## src/tpdr_pkg.sv

```systemverilog
// Constants for the transceiver PLL divider register block.
// Assumes a 16-bit reconfiguration port with word addresses.
package tpdr_pkg;

  // ------------------------------------------------------------
  // Port geometry
  // ------------------------------------------------------------
  localparam int ADDR_W = 9; // Word address width
  localparam int DATA_W = 16; // Word width

  // ------------------------------------------------------------
  // Word addresses
  // ------------------------------------------------------------
  localparam logic [8:0] ADDR_QUAD_CFG_LO = 9'h032; // Quad config low word
  localparam logic [8:0] ADDR_QUAD_CFG_HI = 9'h033; // Quad refdiv and config high
  localparam logic [8:0] ADDR_QUAD_FBDIV = 9'h036; // Quad feedback divider
  localparam logic [8:0] ADDR_QUAD_RATIO = 9'h037; // Quad feedback ratio
  localparam logic [8:0] ADDR_CHAN_CFG_LO = 9'h05C; // Channel config low
  localparam logic [8:0] ADDR_CHAN_CFG_HI = 9'h05D; // Channel config high
  localparam logic [8:0] ADDR_CHAN_DIV = 9'h05E; // Channel dividers
  localparam logic [8:0] ADDR_OUT_DIV = 9'h088; // Output dividers

  // ------------------------------------------------------------
  // Implemented bits per word; the rest read as zero
  // ------------------------------------------------------------
  localparam logic [15:0] MASK_QUAD_CFG_LO = 16'hFFFF;
  localparam logic [15:0] MASK_QUAD_CFG_HI = 16'hFFFF;
  localparam logic [15:0] MASK_QUAD_FBDIV = 16'h03FF;
  localparam logic [15:0] MASK_QUAD_RATIO = 16'h0040;
  localparam logic [15:0] MASK_CHAN_CFG_LO = 16'hFF00;
  localparam logic [15:0] MASK_CHAN_CFG_HI = 16'hFFFF;
  localparam logic [15:0] MASK_CHAN_DIV = 16'h1FFF;
  localparam logic [15:0] MASK_OUT_DIV = 16'h0077;

  // ------------------------------------------------------------
  // Reset values (none documented; plain zero)
  // ------------------------------------------------------------
  localparam logic [15:0] RST_QUAD_CFG_LO = 16'h0000;
  localparam logic [15:0] RST_QUAD_CFG_HI = 16'h0000;
  localparam logic [15:0] RST_QUAD_FBDIV = 16'h0000;
  localparam logic [15:0] RST_QUAD_RATIO = 16'h0000;
  localparam logic [15:0] RST_CHAN_CFG_LO = 16'h0000;
  localparam logic [15:0] RST_CHAN_CFG_HI = 16'h0000;
  localparam logic [15:0] RST_CHAN_DIV = 16'h0000;
  localparam logic [15:0] RST_OUT_DIV = 16'h0000;

  // ------------------------------------------------------------
  // Field positions
  // ------------------------------------------------------------
  localparam int TX_DIV_LSB = 4; // Transmit output divider 6:4
  localparam int RX_DIV_LSB = 0; // Receive output divider 2:0
  localparam int QREF_LSB = 11; // Quad reference divider 15:11
  localparam int QCFG_HI_W = 11; // Quad config bits 26:16 in 10:0
  localparam int QBAND_BIT = 6; // Band select inside config word
  localparam int QRATIO_BIT = 6; // Feedback ratio bit
  localparam int CREF_LSB = 8; // Channel reference divider 12:8
  localparam int CRATIO_BIT = 7; // Channel ratio select
  localparam int CFB_LSB = 0; // Channel feedback divider 6:0
  localparam int CCFG_LO_LSB = 8; // Channel config 7:0 in 15:8

  // ------------------------------------------------------------
  // Encodings
  // ------------------------------------------------------------
  localparam logic [2:0] OUTDIV_MAX_CODE = 3'h4; // Divide by 16
  localparam logic [9:0] QFB_RATIO0_VALUE = 10'h042; // Divide 66 needs ratio 0

endpackage

```

## src/tpdr_reg16.sv

```systemverilog
// One 16-bit reconfiguration word with masked storage.
// Assumes write strobe and data come from logic on the same clock.
`timescale 1ns/1ps
`default_nettype none

module tpdr_reg16 #(
  parameter logic [15:0] MASK = 16'hFFFF, // Implemented bits
  parameter logic [15:0] RST_VAL = 16'h0000 // Value after reset
) (
  input wire logic mclk, // Block clock
  input wire logic rst, // Synchronous reset, high
  input wire logic wr_en, // Write this word
  input wire logic [15:0] wr_data, // Data to write
  output logic [15:0] q // Stored word
);

  // ------------------------------------------------------------
  // Storage
  // ------------------------------------------------------------
  // Unimplemented bits hold zero so reads show zero there
  always_ff @(posedge mclk)
  begin
    if (rst)
    begin
      q <= RST_VAL & MASK;
    end
    else if (wr_en)
    begin
      q <= wr_data & MASK;
    end
  end

endmodule

`default_nettype wire

```

## src/tpdr_regs.sv

```systemverilog
// Transceiver PLL divider registers behind the reconfiguration port.
// Assumes the port master runs on mclk and waits for ready per access.
//
// Summary of operation
// Output dividers at 0088, bits 6:4, 2:0
// Band change needs config bit 6 rewrite
// Quad config split over 0032 and 0033
// Quad feedback divider limited to eight values; the block stores any 10-bit value
// Feedback ratio bit zero only for 66
// Quad reference divider in 0033 bits 15:11
// Channel dividers packed into word 005E
// Output divider sets line rate from PLL
// Quad words reachable only when enabled, selected
// Shared words changed by read-modify-write
`timescale 1ns/1ps
`default_nettype none

module tpdr_regs #(
  parameter bit QUAD_BUS_EN = 1'b1 // Quad word access on the register bus built in
) (
  input wire logic mclk, // Block clock, 10 MHz
  input wire logic rst, // Synchronous reset, high
  input wire logic quad_pll_selected, // Quad PLL chosen as clock source
  input wire logic rp_en, // Port access strobe, one cycle
  input wire logic rp_we, // Write when high with strobe
  input wire logic [tpdr_pkg::ADDR_W-1:0] rp_addr, // Word address
  input wire logic [tpdr_pkg::DATA_W-1:0] rp_di, // Write data
  output logic [tpdr_pkg::DATA_W-1:0] rp_do, // Read data
  output logic rp_rdy, // Access done, one cycle
  output logic [2:0] transmit_output_divider, // Transmit divide code
  output logic [2:0] receive_output_divider, // Receive divide code
  output logic outdiv_code_error, // An output divider code above 4
  output logic [26:0] quad_pll_config_word, // Quad config attribute
  output logic quad_pll_band_lower, // Band select, high for lower band
  output logic [4:0] quad_pll_reference_divider, // Quad reference code
  output logic [9:0] quad_pll_feedback_divider, // Quad feedback value
  output logic quad_pll_feedback_ratio, // Quad ratio bit
  output logic quad_ratio_mismatch, // Ratio bit disagrees with divider
  output logic [23:0] channel_pll_config_word, // Channel config attribute
  output logic [4:0] channel_pll_reference_divider, // Channel reference code
  output logic channel_pll_ratio_select, // Channel ratio, 1 for five
  output logic [6:0] channel_pll_feedback_divider // Channel feedback code
);

  // ------------------------------------------------------------
  // Access decode
  // ------------------------------------------------------------
  logic quad_open; // Quad words visible
  logic wr; // Write strobe
  logic sel_qlo; // Address hits quad config low
  logic sel_qhi; // Address hits quad refdiv and config high
  logic sel_qfb; // Address hits quad feedback divider
  logic sel_qra; // Address hits quad ratio
  logic sel_clo; // Address hits channel config low
  logic sel_chi; // Address hits channel config high
  logic sel_cdv; // Address hits channel dividers
  logic sel_odv; // Address hits output dividers

  // Quad words exist only with the bus built and the quad PLL in use
  assign quad_open = QUAD_BUS_EN && quad_pll_selected;
  assign wr = rp_en && rp_we;
  assign sel_qlo = quad_open && (rp_addr == tpdr_pkg::ADDR_QUAD_CFG_LO);
  assign sel_qhi = quad_open && (rp_addr == tpdr_pkg::ADDR_QUAD_CFG_HI);
  assign sel_qfb = quad_open && (rp_addr == tpdr_pkg::ADDR_QUAD_FBDIV);
  assign sel_qra = quad_open && (rp_addr == tpdr_pkg::ADDR_QUAD_RATIO);
  assign sel_clo = (rp_addr == tpdr_pkg::ADDR_CHAN_CFG_LO);
  assign sel_chi = (rp_addr == tpdr_pkg::ADDR_CHAN_CFG_HI);
  assign sel_cdv = (rp_addr == tpdr_pkg::ADDR_CHAN_DIV);
  assign sel_odv = (rp_addr == tpdr_pkg::ADDR_OUT_DIV);

  // ------------------------------------------------------------
  // Register words
  // ------------------------------------------------------------
  logic [15:0] qlo_q; // Quad config 15:0
  logic [15:0] qhi_q; // Quad refdiv and config 26:16
  logic [15:0] qfb_q; // Quad feedback divider
  logic [15:0] qra_q; // Quad feedback ratio
  logic [15:0] clo_q; // Channel config 7:0 in upper byte
  logic [15:0] chi_q; // Channel config 23:8
  logic [15:0] cdv_q; // Channel dividers
  logic [15:0] odv_q; // Output dividers

  // Whole-word writes; software keeps neighbour fields itself
  tpdr_reg16 #(.MASK(tpdr_pkg::MASK_QUAD_CFG_LO), .RST_VAL(tpdr_pkg::RST_QUAD_CFG_LO)) u_qlo (
    .mclk(mclk), .rst(rst), .wr_en(wr && sel_qlo), .wr_data(rp_di), .q(qlo_q));
  tpdr_reg16 #(.MASK(tpdr_pkg::MASK_QUAD_CFG_HI), .RST_VAL(tpdr_pkg::RST_QUAD_CFG_HI)) u_qhi (
    .mclk(mclk), .rst(rst), .wr_en(wr && sel_qhi), .wr_data(rp_di), .q(qhi_q));
  tpdr_reg16 #(.MASK(tpdr_pkg::MASK_QUAD_FBDIV), .RST_VAL(tpdr_pkg::RST_QUAD_FBDIV)) u_qfb (
    .mclk(mclk), .rst(rst), .wr_en(wr && sel_qfb), .wr_data(rp_di), .q(qfb_q));
  tpdr_reg16 #(.MASK(tpdr_pkg::MASK_QUAD_RATIO), .RST_VAL(tpdr_pkg::RST_QUAD_RATIO)) u_qra (
    .mclk(mclk), .rst(rst), .wr_en(wr && sel_qra), .wr_data(rp_di), .q(qra_q));
  tpdr_reg16 #(.MASK(tpdr_pkg::MASK_CHAN_CFG_LO), .RST_VAL(tpdr_pkg::RST_CHAN_CFG_LO)) u_clo (
    .mclk(mclk), .rst(rst), .wr_en(wr && sel_clo), .wr_data(rp_di), .q(clo_q));
  tpdr_reg16 #(.MASK(tpdr_pkg::MASK_CHAN_CFG_HI), .RST_VAL(tpdr_pkg::RST_CHAN_CFG_HI)) u_chi (
    .mclk(mclk), .rst(rst), .wr_en(wr && sel_chi), .wr_data(rp_di), .q(chi_q));
  tpdr_reg16 #(.MASK(tpdr_pkg::MASK_CHAN_DIV), .RST_VAL(tpdr_pkg::RST_CHAN_DIV)) u_cdv (
    .mclk(mclk), .rst(rst), .wr_en(wr && sel_cdv), .wr_data(rp_di), .q(cdv_q));
  tpdr_reg16 #(.MASK(tpdr_pkg::MASK_OUT_DIV), .RST_VAL(tpdr_pkg::RST_OUT_DIV)) u_odv (
    .mclk(mclk), .rst(rst), .wr_en(wr && sel_odv), .wr_data(rp_di), .q(odv_q));

  // ------------------------------------------------------------
  // Port answer
  // ------------------------------------------------------------
  logic [15:0] rd_d; // Read mux result

  // Unmapped or closed addresses read zero
  always_comb
  begin
    rd_d = 16'h0000;
    if (sel_qlo)
    begin
      rd_d = qlo_q;
    end
    else if (sel_qhi)
    begin
      rd_d = qhi_q;
    end
    else if (sel_qfb)
    begin
      rd_d = qfb_q;
    end
    else if (sel_qra)
    begin
      rd_d = qra_q;
    end
    else if (sel_clo)
    begin
      rd_d = clo_q;
    end
    else if (sel_chi)
    begin
      rd_d = chi_q;
    end
    else if (sel_cdv)
    begin
      rd_d = cdv_q;
    end
    else if (sel_odv)
    begin
      rd_d = odv_q;
    end
  end

  // Ready one cycle after every strobe; data held until next read
  always_ff @(posedge mclk)
  begin
    if (rst)
    begin
      rp_rdy <= 1'b0;
      rp_do <= 16'h0000;
    end
    else
    begin
      rp_rdy <= rp_en;
      if (rp_en && !rp_we)
      begin
        rp_do <= rd_d;
      end
    end
  end

  // ------------------------------------------------------------
  // Field outputs
  // ------------------------------------------------------------
  // Output dividers shared by both PLL types
  always_ff @(posedge mclk)
  begin
    if (rst)
    begin
      transmit_output_divider <= 3'h0;
      receive_output_divider <= 3'h0;
      outdiv_code_error <= 1'b0;
    end
    else
    begin
      transmit_output_divider <= odv_q[tpdr_pkg::TX_DIV_LSB +: 3];
      receive_output_divider <= odv_q[tpdr_pkg::RX_DIV_LSB +: 3];
      // Codes 0 to 4 give ratios 1 to 16; others are unusable
      outdiv_code_error <= (odv_q[tpdr_pkg::TX_DIV_LSB +: 3] > tpdr_pkg::OUTDIV_MAX_CODE)
        || (odv_q[tpdr_pkg::RX_DIV_LSB +: 3] > tpdr_pkg::OUTDIV_MAX_CODE);
    end
  end

  // Quad PLL fields
  always_ff @(posedge mclk)
  begin
    if (rst)
    begin
      quad_pll_config_word <= 27'h0000000;
      quad_pll_band_lower <= 1'b0;
      quad_pll_reference_divider <= 5'h00;
      quad_pll_feedback_divider <= 10'h000;
      quad_pll_feedback_ratio <= 1'b0;
      quad_ratio_mismatch <= 1'b0;
    end
    else
    begin
      quad_pll_config_word <= {qhi_q[tpdr_pkg::QCFG_HI_W-1:0], qlo_q};
      quad_pll_band_lower <= qlo_q[tpdr_pkg::QBAND_BIT];
      quad_pll_reference_divider <= qhi_q[tpdr_pkg::QREF_LSB +: 5];
      quad_pll_feedback_divider <= qfb_q[9:0];
      quad_pll_feedback_ratio <= qra_q[tpdr_pkg::QRATIO_BIT];
      // Ratio must be zero exactly when the divider is 66
      quad_ratio_mismatch <= qra_q[tpdr_pkg::QRATIO_BIT]
        == (qfb_q[9:0] == tpdr_pkg::QFB_RATIO0_VALUE);
    end
  end

  // Channel PLL fields
  always_ff @(posedge mclk)
  begin
    if (rst)
    begin
      channel_pll_config_word <= 24'h000000;
      channel_pll_reference_divider <= 5'h00;
      channel_pll_ratio_select <= 1'b0;
      channel_pll_feedback_divider <= 7'h00;
    end
    else
    begin
      channel_pll_config_word <= {chi_q, clo_q[tpdr_pkg::CCFG_LO_LSB +: 8]};
      channel_pll_reference_divider <= cdv_q[tpdr_pkg::CREF_LSB +: 5];
      channel_pll_ratio_select <= cdv_q[tpdr_pkg::CRATIO_BIT];
      channel_pll_feedback_divider <= cdv_q[tpdr_pkg::CFB_LSB +: 7];
    end
  end

endmodule

`default_nettype wire

```

## config.mk

```make
export PLATFORM = sky130hd
export DESIGN_NAME = tpdr_regs
export DESIGN_NICKNAME = d
export VERILOG_FILES = /design/src/tpdr_pkg.sv /design/src/tpdr_reg16.sv /design/src/tpdr_regs.sv
export SDC_FILE = /design/constraint.sdc
export NUM_CORES = 1
export LEC_CHECK = 0
export BUFFER_PORTS_ARGS = -buffer_cell sky130_fd_sc_hd__buf_2
export CORE_MARGIN = 1
export CORE_UTILIZATION = 35
export CTS_CLUSTER_DIAMETER = 30
export DETAILED_ROUTE_END_ITERATION = 8
export GPL_TIMING_DRIVEN = 0
export MAX_ROUTING_LAYER = met4
export SLEW_MARGIN = 30
export SYNTH_ARGS = -nofsm -noshare
export SYNTH_HDL_FRONTEND = slang
export SYNTH_SLANG_ARGS = --single-unit
export TNS_END_PERCENT = 30
```

## constraint.sdc

```tcl
create_clock -name mclk -period 1.65 [get_ports mclk]
set_input_delay 0 -clock mclk [delete_from_list [all_inputs] [get_ports mclk]]
set_output_delay 0 -clock mclk [all_outputs]
set_load 0.005 [all_outputs]
```

==> qor.txt <==
Sw Pwr -> 2.095 mW
clk sink count -> 191
Leak -> 3.518 nW
CP Launch Type -> input port
ratio of cells with drive above 1 in the final layout -> 0.2104
I/O pin cnt -> 136
type of destination of the critical path -> flip-flop
Pwr Density -> 1061 nW/µm²
register bit total from synthesis -> 191
count of cell types in the netlist -> 49
die height -> 142.7 µm
DRC Markers -> 0
switching fraction of total power -> 0.2270
EDFF count, synth -> 0
layout overhead on the synthesized area -> 25.67%
yosys warns -> 0
vias after detailed routing -> 5773
syn_area_per_cell -> 9.271 µm²
crit path max fanout -> 10
fmax -> 648.1 MHz
final worst-path cycle share -> 0.9351
Initial Util -> 0.3570
final-layout fill cell count -> 2058
Syn Inst Count -> 747
sequential cell area fraction in the yosys report -> 0.5521
DRT Wirelength -> 20890 µm
max cap viols -> 0
first-pass GRT wire length -> 31350 µm
largest net degree at the start of global routing -> 17
Logic pwr share -> 0.045
vias in the first global route -> 5504
Worst slew margin -> 0.5334
final setup fails -> 0
clock tree from TritonCTS -> done
clock group share of total power -> 0.454
Arrival @ worst endpoint -> 1.84 ns
vias per cell -> 4.839
gp weighted congestion -> 0.9096
top-area cell type share of the netlist area -> 0.5521
worst vdd ir -> 0.0007044 V
DRT Pass-1 Iters -> 5
RSZ-0062 raised after global routing -> true
Synth area leader -> dfxtp_1
syn_nets -> 777
die area -> 20350 µm²
Reg power frac -> 0.502
DPL Wire Length -> 15330 µm
clk root buf -> clkbuf_16
Final Cell Area -> 8703 µm²
Syn Std Cell Area -> 6925 µm²
final hold viol count -> 0
Fin Hold WS -> 0.05575 ns
clk buf depth -> 2
PortBufs -> 133
Int Pwr -> 7.136 mW
die width -> 142.7 µm
placed inst area -> 7923 µm²
post-DR wirelength/cell -> 17.51 µm
grt ovf -> 0
worst clock skew -> 0.008214 ns
cts bufs inserted -> 17
Final min period -> 1.543 ns
DR iter-0 viols -> 394
H-tree levels -> 4
most area-consuming cells after synthesis -> dfxtp_1 55%, nor2b_1 7.9%, nand2_1 7.2%, a21oi_1 5.4%, mux2i_1 5.3%
worst-margin pin slew -> 0.6999 ns
Hold Path Class -> input port to flip-flop
clock-pin slew on the worst setup and hold paths -> 0.07 ns
Total GRT Usage -> 0.2185
Setup Crit Path Kind -> input port to flip-flop
Clk Latency, worst-skew pair -> 0.44 ns
initial antenna violation count -> 1
Std-Cell Rows -> 51
Slew Limit Fails -> 0
Post-DRT Antenna Nets -> 0
Top FF cell, synth -> dfxtp_1
core area -> 19400 µm²
Nets -> 945
Worst EP required -> 1.95 ns
Post-synth ARST share -> 0
status -> complete, no violations
[metal layers]
layer	GRT usage	wire (µm)
met5	-	0
met4	0.08036	439
met3	0.04359	1123
met2	0.3486	9943
met1	0.2735	9378
[layout make-up]
| type | instances | area, µm² | area share |
|---|---|---|---|
| Sequential cell | 191 | 3824 | 0.4393 |
| Timing Repair Buffer | 150 | 835.8 | 0.09603 |
| Tap cell | 265 | 331.6 | 0.03810 |
| Inverter | 9 | 33.78 | 0.003882 |
| Buffer | 51 | 270.3 | 0.03105 |
| Clock buffer | 19 | 432.9 | 0.04974 |
| Multi-Input combinational cell | 495 | 2813 | 0.3232 |
| Clock inverter | 12 | 160.2 | 0.01840 |
| Antenna cell | 1 | 2.502 | 0.0002875 |
[per-stage QoR]
step / util / setup slack (ns) / TNS, ns / std cells / power, mW
after global routing: 0.4487 / -0.01186 / -0.01895 / 1193 / 9.501
final: 0.4487 / 0.1071 / 0 / 1193 / 9.231
after detailed placement: 0.4084 / -0.4718 / -26.79 / 1145 / 5.112
after CTS: 0.4478 / 0.06841 / 0 / 1193 / 9.291
after global placement: 0.4084 / -0.4534 / -25.05 / 1145 / 5.109
after floorplan: - / 0.2380 / 0 / 747 / 4.914
[state kept, by name (all words and copies together) (netlist names), 3 cells and up]
name	count
rp_do	16
receive_output_divider	3
u_qlo.q	16
channel_pll_reference_divider	5
u_qfb.q	10
u_cdv.q	13
u_clo.q	8
channel_pll_config_word	24
quad_pll_feedback_divider	10
u_qhi.q	16
quad_pll_config_word	27
channel_pll_feedback_divider	7
u_chi.q	16
quad_pll_reference_divider	5
transmit_output_divider	3
u_odv.q	6
[path summary, 6_finish.rpt]
path | endpoint | slack [ns] | cells after the start | startpoint
max | u_qhi.q[12] | 0.11 | 8 | rp_en
min | quad_pll_config_word[8] | 0.06 | 2 | rst
max reg2reg | rp_do[8] | 0.31 | 5 | u_chi.q[8]
min reg2reg | u_qlo.q[8] | 0.45 | 2 | u_qlo.q[8]
[logic make-up (layout without fill, tap and decap cells)]
| family | Yosys count | after routing | synth area share |
|---|---|---|---|
| AO/OA/AOI/OAI | 129 | 129 | 0.1131 |
| AND/OR/NAND/NOR | 327 | 327 | 0.2347 |
| XOR/XNOR | 1 | 1 | 0.001265 |
| flip-flops | 191 | 191 | 0.5521 |
| buffers and inverters | 61 | 241 | 0.04372 |
| other | 0 | 1 | 0 |
| multiplexers | 38 | 38 | 0.05510 |
[cell usage after synthesis, drive strengths merged, types with 3 or more instances]
master / number
inv: 9
a22o: 3
a21oi: 75
nor2b: 87
nand3: 6
o2bb2ai: 7
a22oi: 4
nand2b: 10
o21a: 3
a221oi: 8
nor4: 8
a211oi: 8
clkbuf: 32
nand2: 133
buf: 20
dfxtp: 191
mux2i: 37
nor2: 61
and2: 4
o21ai: 11
[worst max-delay path, cell delays in order]
cell and delay, ns:
dlygate4sd3_1 0.52, buf_2 0.15, and2_1 0.13, clkbuf_1 0.23
nand3_1 0.32, buf_2 0.32, nand2_1 0.10, a21oi_1 0.06
[power groups by stage]
| stage | clock network, mW | logic, mW | registers (mW) |
|---|---|---|---|
| 2_1_floorplan | 0 | 0.177 | 4.74 |
| 3_3_place_gp | 0 | 0.371 | 4.74 |
| 3_5_place_dp | 0 | 0.374 | 4.74 |
| 4_1_cts | 4.25 | 0.407 | 4.63 |
| 5_1_grt | 4.43 | 0.439 | 4.63 |
| 6_report | 4.19 | 0.411 | 4.63 |
[layout by cell type (no fill, tap or decap), types with 17 or more instances in the layout]
| cell | instances |
|---|---|
| mux2i_1 | 37 |
| clkbuf_16 | 17 |
| nor2b_1 | 87 |
| nor2_1 | 59 |
| dfxtp_1 | 191 |
| clkbuf_1 | 29 |
| buf_2 | 143 |
| dlygate4sd3_1 | 17 |
| a21oi_1 | 75 |
| nand2_1 | 133 |
[repair_timing]
| item | CTS | global route |
|---|---|---|
| setup buffers | 0 | 0 |
| hold buffers | 17 | 0 |
| resized for setup | 1 | 9 |
| endpoints found under the setup margin | 1 | 29 |
| endpoints found under the hold margin | 85 | 0 |
No activity file was read; power rests on OpenSTA's default activity.
